===== config.mk =====
export PLATFORM = sky130hd
export DESIGN_NAME = pwm_serialiser
export DESIGN_NICKNAME = d
export VERILOG_FILES = /design/src/design/pwm_pkg.sv /design/src/design/pwm_serialiser.sv
export SDC_FILE = /design/constraint.sdc
export NUM_CORES = 2
export LEC_CHECK = 0
export BUFFER_PORTS_ARGS = -buffer_cell sky130_fd_sc_hd__buf_4
export CORE_ASPECT_RATIO = 0.8
export CORE_MARGIN = 3
export CORE_UTILIZATION = 40
export CTS_BUF_LIST = sky130_fd_sc_hd__clkbuf_4
export CTS_CLUSTER_DIAMETER = 100
export DETAILED_ROUTE_END_ITERATION = 10
export PLACE_DENSITY = 0.64
export SLEW_MARGIN = 40
export SYNTH_ARGS = -nofsm -noshare
export SYNTH_HDL_FRONTEND = slang
export SYNTH_SLANG_ARGS = --single-unit

===== constraint.sdc =====
create_clock -name I_CLK -period 5.5 [get_ports I_CLK]
set_input_delay 0.825 -clock I_CLK [delete_from_list [all_inputs] [get_ports I_CLK]]
set_output_delay 0.825 -clock I_CLK [all_outputs]
set_load 0.005 [all_outputs]

===== src/design/pwm_pkg.sv =====
// constants, register map and types for the two-channel pwm / serialiser
package pwm_pkg;
   localparam int unsigned NUM_CH    = 2;
   localparam int unsigned DATA_W    = 32;
   localparam int unsigned Q_DEPTH   = 8;
   localparam int unsigned Q_PTR_W   = 3;
   localparam int unsigned Q_CNT_W   = 4;
   localparam int unsigned ADDR_W    = 8;

   localparam logic [7:0] OFS_CONTROL = 8'h00;
   localparam logic [7:0] OFS_FLAGS   = 8'h04;
   localparam logic [7:0] OFS_DMA     = 8'h08;
   localparam logic [7:0] OFS_PERIOD1 = 8'h10;
   localparam logic [7:0] OFS_WORD1   = 8'h14;
   localparam logic [7:0] OFS_QUEUE   = 8'h18;
   localparam logic [7:0] OFS_PERIOD2 = 8'h20;
   localparam logic [7:0] OFS_WORD2   = 8'h24;

   // control field positions inside one channel's byte
   localparam int unsigned CH_STRIDE   = 8;
   localparam int unsigned POS_ENABLE  = 0;
   localparam int unsigned POS_SERIAL  = 1;
   localparam int unsigned POS_REPEAT  = 2;
   localparam int unsigned POS_IDLE    = 3;
   localparam int unsigned POS_INVERT  = 4;
   localparam int unsigned POS_USEQ    = 5;
   localparam int unsigned POS_QCLEAR  = 6;
   localparam int unsigned POS_MARKSP  = 7;
   localparam logic [15:0] CONTROL_MASK = 16'hbfbf;

   // flag register positions
   localparam int unsigned POS_FULL  = 0;
   localparam int unsigned POS_EMPTY = 1;
   localparam int unsigned POS_WERR  = 2;
   localparam int unsigned POS_RERR  = 3;
   localparam int unsigned POS_GAP   = 4;
   localparam int unsigned POS_BUS_SYNC_ERROR_FLAG  = 8;
   localparam int unsigned POS_BUSY  = 9;

   localparam logic [31:0] PERIOD_RST = 32'h0000_0020;
   localparam logic [31:0] DMA_RST    = 32'h0000_0707;
   localparam logic [31:0] WORD_RST   = 32'h0000_0000;

   localparam int unsigned CLK_PERIOD_NS = 25;
   localparam int unsigned SYNC_GAP_NS   = 100;
   localparam logic [2:0]  SYNC_GAP_CYC  =
      3'((SYNC_GAP_NS + CLK_PERIOD_NS - 1) / CLK_PERIOD_NS);

   typedef enum logic [2:0] {
      ST_OFF  = 3'b001,
      ST_WAIT = 3'b010,
      ST_SEND = 3'b100
   } chan_state_type;
endpackage


===== src/design/pwm_serialiser.sv =====
// two-channel pwm / serialiser with shared word queue and apb registers
//
// Notes on behaviour
// - enable bit starts channel state machine; clearing it stops the channel
// - registers and queue accept writes regardless of any enable bit
// - mode bit zero gives modulation, one gives serial, over period length
// - serial mode shifts the word msb first, truncated or padded by period
// - mark/space bit in modulation mode replaces the spread pulse algorithm
// - mark/space bit has no influence in serial mode
// - repeat bit with queue source resends last fetched word while queue empty
// - repeat bit has no effect when the data register is the source
// - idle level drives the output whenever the channel is not sending
// - serial mode pads with idle level after data and between words
// - invert bit inverts the final output
// - source bit one takes words from queue, zero from data register
// - writing one to queue clear empties it at once; reads give zero
// - full and empty flags are live; empty reads one after reset
// - write to full queue sets sticky write error, cleared by writing one
// - read from empty queue sets sticky read error, cleared by writing one
// - gap flag set when queue runs empty between words unless repeating
// - bus error flag set when writes to one register come faster than synchroniser allows
// - busy bit per channel reads one while that channel transmits
// - shared queue holds eight words of 32 bits
// - modulation adds value to accumulator, outputs one and subtracts period
// - period resets to 32; data truncated or padded to period length
// - channels sharing the queue take successive words in turn
`timescale 1ns/100ps
module pwm_serialiser
   import pwm_pkg::*;
(
   input  wire logic                I_CLK,
   input  wire logic                I_RSTN,
   input  wire logic                I_PSEL,
   input  wire logic                I_PENABLE,
   input  wire logic                I_PWRITE,
   input  wire logic [ADDR_W-1:0]   I_PADDR,
   input  wire logic [DATA_W-1:0]   I_PWDATA,
   output logic      [DATA_W-1:0]   O_PRDATA,
   output logic                     O_PREADY,
   output logic      [NUM_CH-1:0]   O_PWM
);
   function automatic logic ctl_bit(input logic [15:0] c, input int ch, input int pos);
      return c[ch*CH_STRIDE+pos];
   endfunction

   logic [15:0]         control;
   logic [31:0]         dma_cfg;
   logic [DATA_W-1:0]   period [NUM_CH];
   logic [DATA_W-1:0]   value  [NUM_CH];
   logic [DATA_W-1:0]   q_mem  [Q_DEPTH];
   logic [Q_PTR_W-1:0]  wp;
   logic [Q_PTR_W-1:0]  rp;
   logic [Q_CNT_W-1:0]  q_cnt;
   logic                werr;
   logic                rerr;
   logic                bus_sync_error_flag;
   logic [NUM_CH-1:0]   gap;
   logic [2:0]          sync_cnt;
   logic [ADDR_W-1:0]   last_addr;
   logic                turn;
   chan_state_type      st     [NUM_CH];
   logic [DATA_W-1:0]   cnt    [NUM_CH];
   logic [DATA_W-1:0]   acc    [NUM_CH];
   logic [DATA_W-1:0]   word   [NUM_CH];
   logic [NUM_CH-1:0]   have;

   // one wait state: commit in the first access cycle, ready next cycle
   wire access   = I_PSEL & I_PENABLE & ~O_PREADY;
   wire wr       = access & I_PWRITE;
   wire wr_ctl   = wr & (I_PADDR == OFS_CONTROL);
   wire wr_flags = wr & (I_PADDR == OFS_FLAGS);
   wire wr_queue = wr & (I_PADDR == OFS_QUEUE);
   wire q_full   = (q_cnt == Q_CNT_W'(Q_DEPTH));
   wire q_empty  = (q_cnt == '0);
   wire q_clear  = wr_ctl & I_PWDATA[POS_QCLEAR];
   wire push     = wr_queue & ~q_full;
   wire [DATA_W-1:0] w1c  = wr_flags ? I_PWDATA : '0;
   wire [DATA_W-1:0] head = q_mem[rp];

   logic [NUM_CH-1:0] en, srl, rpt, idle, inv, useq, msp;
   logic [NUM_CH-1:0] at_edge, want, grant, gap_set, bit_out, busy;
   wire shared = &(en & useq);
   wire pop    = |grant;

   genvar g;
   generate
      for (g = 0; g < NUM_CH; g++) begin : g_ch
         wire [32:0] sum     = {1'b0, acc[g]} + {1'b0, word[g]};
         wire        ge      = sum >= {1'b0, period[g]};
         wire [31:0] next_acc = ge ? 32'(sum - {1'b0, period[g]}) : sum[31:0];
         wire        last    = ({1'b0, cnt[g]} + 33'h1_0000_0001 - 33'h1_0000_0000)
                               >= {1'b0, period[g]};
         wire        ser_bit = (cnt[g] < 32'h0000_0020) ? word[g][5'd31 - cnt[g][4:0]]
                                                          : idle[g];
         wire        ms_bit  = cnt[g] < word[g];
         wire        mod_bit = msp[g] ? ms_bit : ge;
         assign en[g]   = ctl_bit(control, g, POS_ENABLE);
         assign srl[g]  = ctl_bit(control, g, POS_SERIAL);
         assign rpt[g]  = ctl_bit(control, g, POS_REPEAT);
         assign idle[g] = ctl_bit(control, g, POS_IDLE);
         assign inv[g]  = ctl_bit(control, g, POS_INVERT);
         assign useq[g] = ctl_bit(control, g, POS_USEQ);
         assign msp[g]  = ctl_bit(control, g, POS_MARKSP);
         assign busy[g] = (st[g] == ST_SEND);
         assign at_edge[g] = en[g] & (~busy[g] | last);
         assign want[g]    = at_edge[g] & useq[g];
         // lock step: a sharing channel waits until it is its turn
         assign grant[g]   = want[g] & ~q_empty & (~shared | (turn == 1'(g)));
         assign gap_set[g] = want[g] & q_empty & busy[g] & ~(rpt[g] & have[g]);
         assign bit_out[g] = srl[g] ? ser_bit : mod_bit;

         always_ff @(posedge I_CLK or negedge I_RSTN) begin
            if (!I_RSTN) begin
               st[g]   <= ST_OFF;
               cnt[g]  <= '0;
               acc[g]  <= '0;
               word[g] <= '0;
               have[g] <= 1'b0;
            end else if (!en[g]) begin
               st[g]   <= ST_OFF;
               cnt[g]  <= '0;
               acc[g]  <= '0;
               have[g] <= have[g] & ~q_clear;
            end else begin
               acc[g]  <= busy[g] ? next_acc : acc[g];
               cnt[g]  <= at_edge[g] ? '0 : cnt[g] + 32'h0000_0001;
               have[g] <= (have[g] & ~q_clear) | grant[g];
               if (at_edge[g]) begin
                  if (!useq[g]) begin
                     word[g] <= value[g];
                     st[g]   <= ST_SEND;
                  end else if (grant[g]) begin
                     word[g] <= head;
                     st[g]   <= ST_SEND;
                  end else if (q_empty && rpt[g] && have[g]) begin
                     st[g]   <= ST_SEND;
                  end else begin
                     st[g]   <= ST_WAIT;
                  end
               end
            end
         end

         always_ff @(posedge I_CLK or negedge I_RSTN) begin
            if (!I_RSTN) begin
               O_PWM[g] <= 1'b0;
               gap[g]   <= 1'b0;
            end else begin
               O_PWM[g] <= (busy[g] ? bit_out[g] : idle[g]) ^ inv[g];
               gap[g]   <= gap_set[g] | (gap[g] & ~w1c[POS_GAP+g]);
            end
         end
      end
   endgenerate

   always_ff @(posedge I_CLK) begin
      if (push) begin
         q_mem[wp] <= I_PWDATA;
      end
   end

   always_ff @(posedge I_CLK or negedge I_RSTN) begin
      if (!I_RSTN) begin
         wp    <= '0;
         rp    <= '0;
         q_cnt <= '0;
         turn  <= 1'b0;
      end else if (q_clear) begin
         wp    <= '0;
         rp    <= '0;
         q_cnt <= '0;
         turn  <= 1'b0;
      end else begin
         wp    <= wp + Q_PTR_W'(push);
         rp    <= rp + Q_PTR_W'(pop);
         q_cnt <= q_cnt + Q_CNT_W'(push) - Q_CNT_W'(pop);
         turn  <= (shared & pop) ? grant[0] : turn;
      end
   end

   // sticky flags: a new event in the clearing cycle wins over the clear
   always_ff @(posedge I_CLK or negedge I_RSTN) begin
      if (!I_RSTN) begin
         werr      <= 1'b0;
         rerr      <= 1'b0;
         bus_sync_error_flag      <= 1'b0;
         sync_cnt  <= '0;
         last_addr <= '0;
      end else begin
         werr <= (wr_queue & q_full) | (werr & ~w1c[POS_WERR]);
         rerr <= (|gap_set) | (rerr & ~w1c[POS_RERR]);
         bus_sync_error_flag <= (wr & (sync_cnt != '0) & (I_PADDR == last_addr))
                 | (bus_sync_error_flag & ~w1c[POS_BUS_SYNC_ERROR_FLAG]);
         sync_cnt  <= wr ? SYNC_GAP_CYC : (sync_cnt - 3'(sync_cnt != '0));
         last_addr <= wr ? I_PADDR : last_addr;
      end
   end

   // register writes never look at the enable bits
   always_ff @(posedge I_CLK or negedge I_RSTN) begin
      if (!I_RSTN) begin
         control   <= '0;
         dma_cfg   <= DMA_RST;
         period[0] <= PERIOD_RST;
         period[1] <= PERIOD_RST;
         value[0]  <= WORD_RST;
         value[1]  <= WORD_RST;
      end else if (wr) begin
         case (I_PADDR)
            OFS_CONTROL: control   <= I_PWDATA[15:0] & CONTROL_MASK;
            OFS_DMA:     dma_cfg   <= I_PWDATA;
            OFS_PERIOD1: period[0] <= I_PWDATA;
            OFS_WORD1:   value[0]  <= I_PWDATA;
            OFS_PERIOD2: period[1] <= I_PWDATA;
            OFS_WORD2:   value[1]  <= I_PWDATA;
            default:     control   <= control;
         endcase
      end
   end

   wire [31:0] flags_word = {19'h0_0000, 2'b00, busy, bus_sync_error_flag, 2'b00, gap,
                             rerr, werr, q_empty, q_full};
   wire [31:0] rd_data =
      (I_PADDR == OFS_CONTROL) ? {16'h0000, control} :
      (I_PADDR == OFS_FLAGS)   ? flags_word :
      (I_PADDR == OFS_DMA)     ? dma_cfg :
      (I_PADDR == OFS_PERIOD1) ? period[0] :
      (I_PADDR == OFS_WORD1)   ? value[0] :
      (I_PADDR == OFS_PERIOD2) ? period[1] :
      (I_PADDR == OFS_WORD2)   ? value[1] : 32'h0000_0000;

   always_ff @(posedge I_CLK or negedge I_RSTN) begin
      if (!I_RSTN) begin
         O_PREADY <= 1'b0;
         O_PRDATA <= '0;
      end else begin
         O_PREADY <= access;
         O_PRDATA <= (access & ~I_PWRITE) ? rd_data : '0;
      end
   end
endmodule


==> flow_summary.toml <==
[outcome]
status = "complete, no violations"

[synthesis]
syn_area_um2 = 38800
synthAdderAreaFrac_pct = 8.90
avgSynthCellArea_um2 = 11.3
synthSimpleGateAreaFrac_pct = 10.3
yosysWarnings = 0
syn_nets = 3749
netlist_instances = 3431
synth_flop_cell = "dfrtp_1"
muxShareOfSynthArea_pct = 12.8
synth-compound-area-share_pct = 12.8
synth-seq-area-share_pct = 48.0
synth_edf_count = 256
synth_top_family_by_area = "compound AO/OA/AOI/OAI gates"
synthXorXnorAreaFrac_pct = 3.97
synth_cell_types = 86
async_reset_ff_share_pct = 63.0
ys_seq_elements = 692

[setup_path]
crit_path_max_fanout = 13
r2r_start = "word[0]"
start_kind = "flop"
crit_arrival_ps = 6160
worst-setup-path-type = "reg -> reg"
ff2ff_path_depth = 24
crit_required_ps = 6420
critPathLaunch = "word[0]"
critPathCaptureType = "flop"
r2r_setup_slack_ps = 260
r2r-end = "acc[12]"

[hold_path]
hold_path_class = "in -> reg"
hold_path_depth = 3
min_from = "I_PADDR[2]"
holdPathEnd = "last_addr[2]"

[global_routing]
antenna_found_initial = 12
grt_usage_pct = 22.7
grt_max_degree = 122
grt_pass1_wl_um = 176000
grt_pass1_vias = 28300
grt_overflow_total = 0

[power]
p_leak_uw = 0.0198
ir_drop_mv = 0.189
power_per_cell_area_nw_per_um2 = 249

[floorplanning]
ios = 80
die_w_um = 354
placementRows = 101
die-area_um2 = 101000
initial_core_util_pct = 40.6
core_area_um2 = 95500
dieHeight_um = 285

[cells_and_area]
area_growth_pct = 13.9
final_common_cell = "dfrtp_1"
drive_gt1_share_pct = 21.6
fin_cells = 5107
nets = 3988
layout_common_cells = "419 x dfrtp_1, 301 x nand2_1, 267 x ha_1"

[timing]
hold_viol = 0
clock_skew_ps = 80.9
final_max_slew_viol_count = 0
final.setup.tns_ps = 0
fin_crit_sh_pct = 95.2
setup_viol = 0
fmax_ghz = 0.191
rsz0062_at_grt = "false"
period_needed_ps = 5240
relSlewSlack_pct = 42.7
worstMarginPinSlew_ps = 859

[placement]
globalplace.congestion = 0.919
port_buffers = 79
dpl.cell_count = 4752
place_hpwl_um = 82500

[cts]
cts.sinks = 692
cts_tree = "built"
clkTransAtPathRegs_ps = 70
cts_inserted_buffers = 168
cts-htree-levels = 4
ctsRootBufferMaster = "clkbuf_4"
clk-insertion-delay-late_ps = 1060
clockBufferDepth = 3

[flow_run]
max_cap_violations = 0

[routing]
totalWireLength_um = 117000
dr.pass1.iters = 6
drt_iter0_markers = 2954
drc = 0
antenna_left = 0
routedWlPerCell_um = 22.9
vias_per_cell = 5.75
via_count = 29400
## cell families (layout without fill, tap and decap cells)
logic type                 count (synthesis)  in the layout
AOI/OAI and AO/OA                        769            771
xor gates and xnor gates                 176            176
adders and majority gates                273            273
buffers and inverters                    316            693
DFF                                      692            692
muxes                                    369            369
other                                      0             10
and+or+nand+nor                          836            836
## per-layer routing
metal | global-route usage (%) | share of wire [%] | vias up
li1 | - | - | 13400
met3 | 5.75 | 9.2 | 189
met1 | 33.5 | 46 | 14600
met4 | 6.81 | 2.4 | 4
met2 | 32.8 | 42 | 1230
met5 | 0 | 0.023 | -
## power by group
part / switching, uW / internal, uW / total, uW
sequential: 39.8 / 5400 / 5440
combinational: 660 / 469 / 1130
clock: 2200 / 2250 / 4450
## metrics by stage
step	setup slack (ps)	hold WS, ps	power, uW	instance area (um2)	utilization, %
final	263	90.8	11000	44200	46.2
after global routing	13.0	-14.5	11500	44200	46.2
after detailed placement	122	459	6590	41400	43.4
after global placement	187	460	6580	41300	43.3
after floorplan	591	445	6170	38800	-
after CTS	67.4	3.24	11000	43800	45.9
## state kept, by name, summed over array words and instances (netlist names), 6 cells and up
signal,cells
cnt,64
st,6
O_PRDATA,32
last_addr,8
acc,64
q_mem,256
dma_cfg,32
control,14
period,64
word,64
value,64
## worst max path at each step
stage / to / slack, ps / depth (start not counted)
3_3_place_gp: acc[56] / 190 / 21
4_1_cts: acc[56] / 70 / 21
6_report: acc[12] / 260 / 24
2_1_floorplan: q_mem[0][0] / 590 / 5
3_5_place_dp: acc[56] / 120 / 21
5_1_grt: acc[12] / 10 / 24
## area by class of cell
cell class,count,area (um2)
fill,8901,51400
multi-input combinational,2425,19200
sequential,692,18600
clock buffer,259,1940
timing repair buffer,214,1860
tap,1287,1610
inverter,169,634
clock inverter,51,275
antenna,10,25.0
## what timing repair did
action / in CTS / in global routing
hold buffers: 16 / 0
hold endpoints to repair: 102 / 0
resized for setup: 0 / 36
setup endpoints to repair: 0 / 69
buffers inserted: 0 / 15
## critical path, cell delays in order (launching register included)
cell       delay (ps)
dfrtp_1           410
ha_1              240
fa_2              390
a211oi_4          330
nor4_4            100
o21ai_2           200
a211oi_2           90
buf_4             170
o211ai_4          230
a211oi_4          120
o21a_1            210
nor2_1            110
xor2_1            200
inv_1              70
ha_2              390
nand3_1           140
or2_2             350
nor3_2            170
a41oi_1           150
o221ai_2          180
a41oi_4            80
buf_4             200
clkbuf_16         170
a211o_1           290
o211a_1           130
## Yosys cell counts, drive strengths merged (58+ instances only)
cell | instances | share of area, %
mux2 | 177 | 5.1
edfxtp | 256 | 20
nand3 | 66 | 0.85
xor2 | 66 | 1.5
nand2 | 303 | 2.9
inv | 168 | 1.6
mux4 | 84 | 4.9
buf | 58 | 0.74
a21o | 74 | 1.4
dfrtp | 426 | 27
clkbuf | 89 | 0.86
and3 | 70 | 1.1
mux2i | 108 | 2.8
ha | 268 | 8.6
nor2 | 153 | 1.5
a21oi | 204 | 2.6
o21ai | 189 | 2.4
xnor2 | 110 | 2.5
Power figures use the tool's default switching activity.
